### src/verilog/mss_cfg.svh
/*
 * Register offsets, field positions, reset values and timing counts of the
 * motor startup sequencer.
 * Assumes inclusion by bare name from the sequencer's package and module.
 */
`ifndef MSS_CFG_SVH
`define MSS_CFG_SVH

// Register byte offsets on the Wishbone bus.
`define MSS_OFS_CTRL 8'h00
`define MSS_OFS_HOLD 8'h04
`define MSS_OFS_RAMPU 8'h08
`define MSS_OFS_ACCEL 8'h0c
`define MSS_OFS_STAT 8'h10

// Control register bits, write only, self clearing.
`define MSS_CTRL_START 0
`define MSS_CTRL_STOP 1

// Hold register fields.
`define MSS_HOLD_COEF_LSB 0
`define MSS_HOLD_DUTY_LSB 8
`define MSS_HOLD_RAMP_LSB 16

// Ramp-up register fields.
`define MSS_RAMPU_FREQ_LSB 0
`define MSS_RAMPU_CUR_LSB 16

// Status register fields.
`define MSS_STAT_PHASE_LSB 0
`define MSS_STAT_FREQ_LSB 16

// Reset values of the settings.
`define MSS_RST_HOLD_COEF 6'h05
`define MSS_RST_DUTY 4'h4
`define MSS_RST_RAMP 4'h8
`define MSS_RST_FCUR 5'h04
`define MSS_RST_HANDOVER 16'h0100
`define MSS_RST_ACCEL 16'h0001

// Timing: PWM period in ns, clock period in ns, hold unit in PWM periods.
`define MSS_PWM_NS 50000
`define MSS_CLK_NS 10
`define MSS_HOLD_UNIT 2048

`endif

### src/verilog/mss_pkg.sv
/*
 * Types shared by the motor startup sequencer.
 * Assumes mss_cfg.svh is on the include path.
 */
`include "mss_cfg.svh"

package mss_pkg;

    // Startup phases in the order they run.
    typedef enum logic [1:0] {
        MSS_IDLE,
        MSS_ALIGN,
        MSS_ACCEL,
        MSS_CLOSED
    } mss_phase_t;

    // Startup settings as held by the register file.
    typedef struct packed {
        logic [5:0] hold_coef;
        logic [3:0] align_duty_setting;
        logic [3:0] ramp_code;
        logic [4:0] forced_commutation_current;
        logic [15:0] handover_frequency;
        logic [15:0] accel_step;
    } mss_cfg_t;

    // Drive commands toward the power stage.
    typedef struct packed {
        logic [7:0] align_duty;
        logic [4:0] current_ref;
        logic [15:0] frequency;
        logic closed_loop;
    } mss_drive_t;

endpackage

### src/verilog/mss_seq.sv
/*
 * Motor startup sequencer with a classic Wishbone register slave.
 * Assumes a 100 MHz clock, synchronous reset, and a power stage that turns
 * the drive command struct into PWM and current-loop action.
 */
// Our own choices: the Wishbone register port and the address map.
// Overview of operation
// - Hold coefficient 0 to 63, step one, reset value 5, sets hold length.
// - Hold length follows from coefficient times a fixed count of PWM periods.
// - Hold excitation uses a fixed duty, independent of supply voltage.
// - Hold duty code steps of 1.5 percent, 1.5 to 22.9, default 6.1; the code makes each step 16/256 of align_duty, 6.25 percent, default 25.
// - Hold duty rises along a slope over the selected ramp fraction.
// - Once rotating, frequency rises automatically up to the handover frequency.
// - At handover frequency the block switches to closed-loop frequency control.
// - Forced commutation regulates current to the selected current code.
// - Forced commutation starts directly when the hold phase finishes.
`timescale 1ns/10ps
`default_nettype none
`include "mss_cfg.svh"

module mss_seq #(
    parameter int unsigned PWM_CYCLES = `MSS_PWM_NS / `MSS_CLK_NS,
    parameter int unsigned HOLD_UNIT = `MSS_HOLD_UNIT
) (
    // Clock and reset.
    input wire logic clk_i,
    input wire logic rst_i,
    // Wishbone slave.
    input wire logic cyc_i,
    input wire logic stb_i,
    input wire logic we_i,
    input wire logic [7:0] adr_i,
    input wire logic [3:0] sel_i,
    input wire logic [31:0] dat_i,
    output logic [31:0] dat_o,
    output logic ack_o,
    // Power stage commands.
    output mss_pkg::mss_phase_t phase_o,
    output mss_pkg::mss_drive_t drive_o
);
    import mss_pkg::*;

    ////////////////////////////////////////////////////////////////////////
    // Helpers.

    // Merges write data into a word under the byte enables.
    function automatic logic [31:0] wr_merge(input logic [31:0] old, input logic [31:0] nw,
                                             input logic [3:0] sel);
        logic [31:0] r;
        r = old;
        for (int b = 0; b < 4; b++) begin
            if (sel[b]) begin
                r[8*b +: 8] = nw[8*b +: 8];
            end
        end
        return r;
    endfunction

    // Scales a hold length by a sixteenth-step fraction.
    function automatic logic [17:0] frac16(input logic [17:0] len, input logic [3:0] code);
        logic [21:0] p;
        p = len * code;
        return p[21:4];
    endfunction

    ////////////////////////////////////////////////////////////////////////
    // Register file and bus slave.

    mss_cfg_t cfg, next_cfg;
    logic [31:0] next_dat;
    logic next_ack, start, next_start, stop, next_stop;
    logic [31:0] hold_w, rampu_w, accel_w;
    logic hit;

    assign hit = cyc_i && stb_i && !ack_o;
    assign hold_w = {12'h000, cfg.ramp_code, 4'h0, cfg.align_duty_setting, 2'h0, cfg.hold_coef};
    assign rampu_w = {11'h000, cfg.forced_commutation_current, cfg.handover_frequency};
    assign accel_w = {16'h0000, cfg.accel_step};

    // Ack comes one cycle after the request and drops the cycle after;
    // unmapped addresses are acked, read zero and ignore writes.
    always_comb begin
        logic [31:0] w;
        w = 32'h0000_0000;
        next_cfg = cfg;
        next_ack = hit;
        next_dat = dat_o;
        next_start = 1'b0;
        next_stop = 1'b0;
        if (hit) begin
            next_dat = 32'h0000_0000;
            unique case (adr_i)
                `MSS_OFS_HOLD: next_dat = hold_w;
                `MSS_OFS_RAMPU: next_dat = rampu_w;
                `MSS_OFS_ACCEL: next_dat = accel_w;
                `MSS_OFS_STAT: next_dat = {drive_o.frequency, 14'h0000, phase_o};
                default: next_dat = 32'h0000_0000;
            endcase
        end
        if (hit && we_i) begin
            unique case (adr_i)
                `MSS_OFS_CTRL: begin
                    w = wr_merge(32'h0000_0000, dat_i, sel_i);
                    next_start = w[`MSS_CTRL_START];
                    next_stop = w[`MSS_CTRL_STOP];
                end
                `MSS_OFS_HOLD: begin
                    w = wr_merge(hold_w, dat_i, sel_i);
                    next_cfg.hold_coef = w[`MSS_HOLD_COEF_LSB +: 6];
                    next_cfg.align_duty_setting = w[`MSS_HOLD_DUTY_LSB +: 4];
                    next_cfg.ramp_code = w[`MSS_HOLD_RAMP_LSB +: 4];
                end
                `MSS_OFS_RAMPU: begin
                    w = wr_merge(rampu_w, dat_i, sel_i);
                    next_cfg.handover_frequency = w[`MSS_RAMPU_FREQ_LSB +: 16];
                    next_cfg.forced_commutation_current = w[`MSS_RAMPU_CUR_LSB +: 5];
                end
                `MSS_OFS_ACCEL: begin
                    w = wr_merge(accel_w, dat_i, sel_i);
                    next_cfg.accel_step = w[15:0];
                end
                default: next_cfg = cfg;
            endcase
        end
    end

    always_ff @(posedge clk_i) begin
        if (rst_i) begin
            cfg.hold_coef <= `MSS_RST_HOLD_COEF;
            cfg.align_duty_setting <= `MSS_RST_DUTY;
            cfg.ramp_code <= `MSS_RST_RAMP;
            cfg.forced_commutation_current <= `MSS_RST_FCUR;
            cfg.handover_frequency <= `MSS_RST_HANDOVER;
            cfg.accel_step <= `MSS_RST_ACCEL;
            dat_o <= 32'h0000_0000;
            ack_o <= 1'b0;
            start <= 1'b0;
            stop <= 1'b0;
        end else begin
            cfg <= next_cfg;
            dat_o <= next_dat;
            ack_o <= next_ack;
            start <= next_start;
            stop <= next_stop;
        end
    end

    ////////////////////////////////////////////////////////////////////////
    // PWM period timebase; all startup timing counts whole PWM periods.

    logic [15:0] pwm_cnt, next_pwm_cnt;
    logic tick;

    assign tick = (pwm_cnt == 16'(PWM_CYCLES - 1));

    always_comb begin
        next_pwm_cnt = tick ? 16'h0000 : pwm_cnt + 16'h0001;
    end

    always_ff @(posedge clk_i) begin
        if (rst_i) begin
            pwm_cnt <= 16'h0000;
        end else begin
            pwm_cnt <= next_pwm_cnt;
        end
    end

    ////////////////////////////////////////////////////////////////////////
    // Startup sequencer.

    mss_phase_t next_phase;
    mss_drive_t next_drive;
    logic [17:0] hold_cnt, next_hold_cnt, hold_len, ramp_len, acc, next_acc;
    logic [7:0] duty_target;

    assign hold_len = 18'(cfg.hold_coef * HOLD_UNIT);
    assign ramp_len = frac16(hold_len, cfg.ramp_code);
    assign duty_target = {cfg.align_duty_setting, 4'h0};

    // Settings are read live, so writes while running steer the sequence;
    // software is expected to write them only at standstill.
    always_comb begin
        logic [17:0] sum;
        sum = acc + 18'(duty_target);
        next_phase = phase_o;
        next_drive = drive_o;
        next_hold_cnt = hold_cnt;
        next_acc = acc;
        unique case (phase_o)
            MSS_IDLE: begin
                next_drive = '0;
                if (start) begin
                    next_hold_cnt = 18'h00000;
                    next_acc = 18'h00000;
                    if (cfg.hold_coef == 6'h00) begin
                        next_phase = MSS_ACCEL;
                        next_drive.current_ref = cfg.forced_commutation_current;
                    end else begin
                        next_phase = MSS_ALIGN;
                    end
                end
            end
            MSS_ALIGN: begin
                if (tick) begin
                    next_hold_cnt = hold_cnt + 18'h00001;
                    // Fractional accumulator spreads the duty rise over the ramp.
                    if (drive_o.align_duty < duty_target) begin
                        if (sum >= ramp_len) begin
                            next_drive.align_duty = drive_o.align_duty + 8'h01;
                            next_acc = sum - ramp_len;
                        end else begin
                            next_acc = sum;
                        end
                    end else begin
                        next_drive.align_duty = duty_target;
                    end
                    if (hold_cnt == hold_len - 18'h00001) begin
                        next_phase = MSS_ACCEL;
                        next_drive.align_duty = 8'h00;
                        next_drive.current_ref = cfg.forced_commutation_current;
                    end
                end
            end
            MSS_ACCEL: begin
                next_drive.current_ref = cfg.forced_commutation_current;
                if (drive_o.frequency >= cfg.handover_frequency) begin
                    next_phase = MSS_CLOSED;
                    next_drive.closed_loop = 1'b1;
                end else if (tick) begin
                    if (cfg.handover_frequency - drive_o.frequency > cfg.accel_step) begin
                        next_drive.frequency = drive_o.frequency + cfg.accel_step;
                    end else begin
                        next_drive.frequency = cfg.handover_frequency;
                    end
                end
            end
            MSS_CLOSED: begin
                next_drive.closed_loop = 1'b1;
            end
        endcase
        if (stop) begin
            next_phase = MSS_IDLE;
            next_drive = '0;
        end
    end

    always_ff @(posedge clk_i) begin
        if (rst_i) begin
            phase_o <= MSS_IDLE;
            drive_o <= '0;
            hold_cnt <= 18'h00000;
            acc <= 18'h00000;
        end else begin
            phase_o <= next_phase;
            drive_o <= next_drive;
            hold_cnt <= next_hold_cnt;
            acc <= next_acc;
        end
    end
endmodule
`default_nettype wire

### config.mk
export PLATFORM = sky130hd
export DESIGN_NAME = mss_seq
export DESIGN_NICKNAME = d
export VERILOG_FILES = /design/src/verilog/mss_pkg.sv /design/src/verilog/mss_seq.sv
export VERILOG_INCLUDE_DIRS = /design/src /design/src/verilog
export SDC_FILE = /design/constraint.sdc
export NUM_CORES = 1
export LEC_CHECK = 0
export BUFFER_PORTS_ARGS = -buffer_cell sky130_fd_sc_hd__buf_2
export CAP_MARGIN = 20
export CELL_PAD_IN_SITES_DETAIL_PLACEMENT = 1
export CELL_PAD_IN_SITES_GLOBAL_PLACEMENT = 1
export CORE_MARGIN = 2
export CORE_UTILIZATION = 30
export CTS_CLUSTER_SIZE = 12
export DETAILED_ROUTE_END_ITERATION = 7
export GPL_TIMING_DRIVEN = 0
export PLACE_DENSITY_LB_ADDON = 0.1
export SETUP_SLACK_MARGIN = 0.3
export SKIP_CTS_REPAIR_TIMING = 1
export SLEW_MARGIN = 20
export SYNTH_ARGS = -nofsm -noshare
export SYNTH_HDL_FRONTEND = slang
export SYNTH_SLANG_ARGS = --single-unit
### constraint.sdc
create_clock -name clk_i -period 6.3 [get_ports clk_i]
set_input_delay 0 -clock clk_i [delete_from_list [all_inputs] [get_ports clk_i]]
set_output_delay 0 -clock clk_i [all_outputs]
set_load 0.1 [all_outputs]
==> flow_metrics.py <==
metrics = {
    "cells_and_area": {
        "nets": 1557,
        "drive_gt1_frac": 0.129,
        "antenna_cells": 0,
        "syn2layout_area_growth_pct": 17.3,
    },
    "clock_tree": {
        "cts_tree": "done",
        "ctsRootBufferMaster": "clkbuf_16",
        "htreeDepth": 4,
        "cts_sinks": 166,
        "clock_latency_ps": 450,
        "clockBufferDepth": 2,
        "cts_inserted_buffers": 17,
        "path_clk_slew_ps": 80,
    },
    "critical_path": {
        "path_cells": "inv_1, ha_1, nor2b_1, o31a_1, o41ai_1, o21ai_0, a21o_1, a21oi_1, xnor2_1, ha_1, and3_1, a221o_1, a221oi_1, a22oi_1, nor4b_2, a22oi_1, o21ai_0",
        "cp_num_buf_inv": 1,
        "worstSetupEndpointType": "flip-flop",
        "worstPathRequired_ps": 6670,
        "critPathArrivalTime_ps": 5880,
        "critPathMaxFanout": 6,
        "slowest_delay_ps": 840,
        "crit_family": "compound AO/OA/AOI/OAI gates",
        "critical_path_class": "reg -> reg",
        "cp-start-kind": "flip-flop",
        "slowest_stage": "nor4b_2",
    },
    "power_and_ir_drop": {
        "power.density_mw_per_mm2": 198,
        "power.total_mw": 2.47,
        "peakVddDrop_v": 0.000215,
        "p_leak_nw": 5.32,
    },
    "die": {
        "start_util": 0.302,
        "rows": 69,
        "die_y_um": 193,
        "die_area_mm2": 0.0371,
        "design.core.area_mm2": 0.0353,
        "io_pins": 114,
        "die_w_um": 193,
    },
    "timing": {
        "max_slew.worst_pin.slew_ps": 1040,
        "relSlewSlack": 0.307,
        "min_period_ps": 5510,
        "rsz0062_at_grt": "false",
        "skew_ps": 14.4,
        "final.setup.tns_ps": 0,
        "hold_viol": 0,
        "clock.fmax_ghz": 0.182,
        "timing.final.crit_share": 0.874,
        "slew_violations": 0,
        "setup_viol": 0,
    },
    "logic_synthesis": {
        "synth_seq_cells": 166,
        "synth_warnings": 0,
        "synth_ff_type": "dfxtp_1",
        "netlist_instances": 1270,
        "syn_avg_cell_area_um2": 8.40,
        "seq_area_frac_synth": 0.311,
        "yosysUniqueCellTypes": 81,
        "synth_nets": 1418,
        "synth_edf_count": 0,
        "syn-cell-area_mm2": 0.0107,
        "async_flop_share": 0,
    },
    "placement": {
        "io_buffers": 99,
        "dp_hpwl_mm": 28.6,
        "finalWeightedCongestion": 0.808,
    },
    "grt": {
        "grt_start_max_net_pins": 18,
        "grt_pass1_vias": 9549,
        "grt_antenna_before_repair": 0,
        "grt.total_usage": 0.195,
        "grt_pass1_wl_mm": 55.2,
        "grt-ovfl-total": 0,
    },
    "job": {
        "max-cap-violations": 0,
    },
    "drt": {
        "post_drt_wl_per_cell_um": 18.9,
        "drt_pass1_iterations": 5,
        "vias_per_cell": 5.08,
        "drt-initial-drc-count": 463,
        "antenna_left": 0,
        "wirelength_mm": 35.6,
        "vias": 9567,
        "drc": 0,
    },
    "min_path": {
        "hp-class": "in -> reg",
    },
    "status": {
        "status": "finished clean",
    },
}
[synthesized netlist by cell type (all sizes together) (3+ instances only)]
| master | n | area [um2] |
|---|---|---|
| and4 | 5 | 43.8 |
| ha | 87 | 1090 |
| mux2i | 65 | 651 |
| nor4 | 4 | 40.0 |
| or2 | 6 | 37.5 |
| nand2b | 7 | 43.8 |
| nand4 | 16 | 113 |
| clkbuf | 37 | 150 |
| nor2 | 165 | 624 |
| o41ai | 3 | 26.3 |
| a21boi | 3 | 22.5 |
| o21a | 3 | 22.5 |
| fa | 12 | 240 |
| xnor2 | 50 | 438 |
| or4 | 4 | 33.8 |
| o31ai | 6 | 50.1 |
| a222oi | 6 | 60.1 |
| and3 | 16 | 101 |
| nor3 | 31 | 165 |
| a21o | 25 | 188 |
| mux2 | 14 | 158 |
| nand4b | 4 | 35.0 |
| buf | 7 | 47.6 |
| nand2 | 94 | 355 |
| o21ai | 53 | 265 |
| nand3b | 4 | 30.0 |
| and2 | 28 | 181 |
| o22ai | 3 | 18.8 |
| xor2 | 39 | 342 |
| dfxtp | 166 | 3320 |
| nand3 | 41 | 205 |
| a22oi | 26 | 195 |
| or3 | 6 | 42.5 |
| a211oi | 11 | 87.6 |
| nor2b | 6 | 37.5 |
| nor4b | 3 | 32.5 |
| inv | 75 | 282 |
| o21bai | 8 | 60.1 |
| a31o | 3 | 26.3 |
| o211ai | 4 | 30.0 |
| a31oi | 4 | 25.0 |
| a21oi | 93 | 465 |
[worst reg2reg max path, delay by kind of cell, from the launching register on]
family	cells	cell delay [ps]
AO/OA/AOI/OAI	10	2860
XOR/XNOR	1	160
adder cells (fa/ha/maj)	2	590
buffers and inverters	1	140
flip-flops	1	500
AND/OR/NAND/NOR	3	1170
[layer usage]
| layer | part of all wire | vias to the layer above | GRT usage |
|---|---|---|---|
| met5 | 0 | - | 0 |
| met4 | 0.014 | 0 | 0.0520 |
| met3 | 0.032 | 28 | 0.0309 |
| met2 | 0.44 | 171 | 0.302 |
| met1 | 0.51 | 4613 | 0.281 |
| li1 | - | 4755 | - |
[area by class of cell]
| cell class | instances | area (um2) |
|---|---|---|
| clock buffers | 18 | 429 |
| repair buffers | 120 | 706 |
| fillers | 4233 | 22800 |
| well taps | 461 | 577 |
| multi-input cells | 984 | 6860 |
| flip-flops and latches | 166 | 3320 |
| plain buffers | 44 | 198 |
| inverters | 76 | 285 |
| clock inverters | 14 | 136 |
[stage by stage]
step	hold slack [ps]	std cells	util	worst slack, ps	area (um2)
after floorplan	122	1270	-	1460	10700
after global placement	257	1830	0.333	794	11700
after detailed placement	260	1830	0.333	784	11700
after CTS	-225	1862	0.349	727	12300
after global routing	96.2	1883	0.355	313	12500
final	75.3	1883	0.355	792	12500
[sequential cells by signal, summed over array words and instances (netlist names)]
name and count:
acc 14, accel_w 16, ack_o 1, hold_cnt 18, cfg 35, phase_o 2
stop 1, pwm_cnt 16, start 1, drive_o 30, dat_o 32
[kinds of logic after synthesis]
group,Yosys count,share of synthesized area
mux,79,0.0757
simple gates,444,0.203
buf+inv,120,0.0453
xor+xnor,89,0.0731
compound gates,273,0.167
fa+ha+maj,99,0.125
flops,166,0.311
[cell usage in the layout, fill, tap and decap left out, types with 36 or more instances in the layout]
cell type	instances
nand3_1	41
ha_1	87
mux2i_1	65
nand2_1	93
xnor2_1	50
nor2_1	163
buf_2	101
xor2_1	39
o21ai_0	53
inv_1	75
dfxtp_1	166
a21oi_1	93
clkbuf_1	36
[final timing paths]
check	from	endpoint	slack, ps	cells past startpoint
hold reg to reg	dat_o[29]	dat_o[29]	450	2
setup reg to reg	drive_o[2]	drive_o[13]	790	17
hold / removal	sel_i[0]	start	80	4
setup / recovery	drive_o[2]	drive_o[13]	790	17
[where the power goes]
part	leakage [nW]	internal, mW	switching (mW)
Combinational	3.70	0.0948	0.261
Sequential	1.34	1.06	0.0165
Clock	0.280	0.525	0.516
Total	5.32	1.68	0.794
Power figures use the tool's default switching activity.
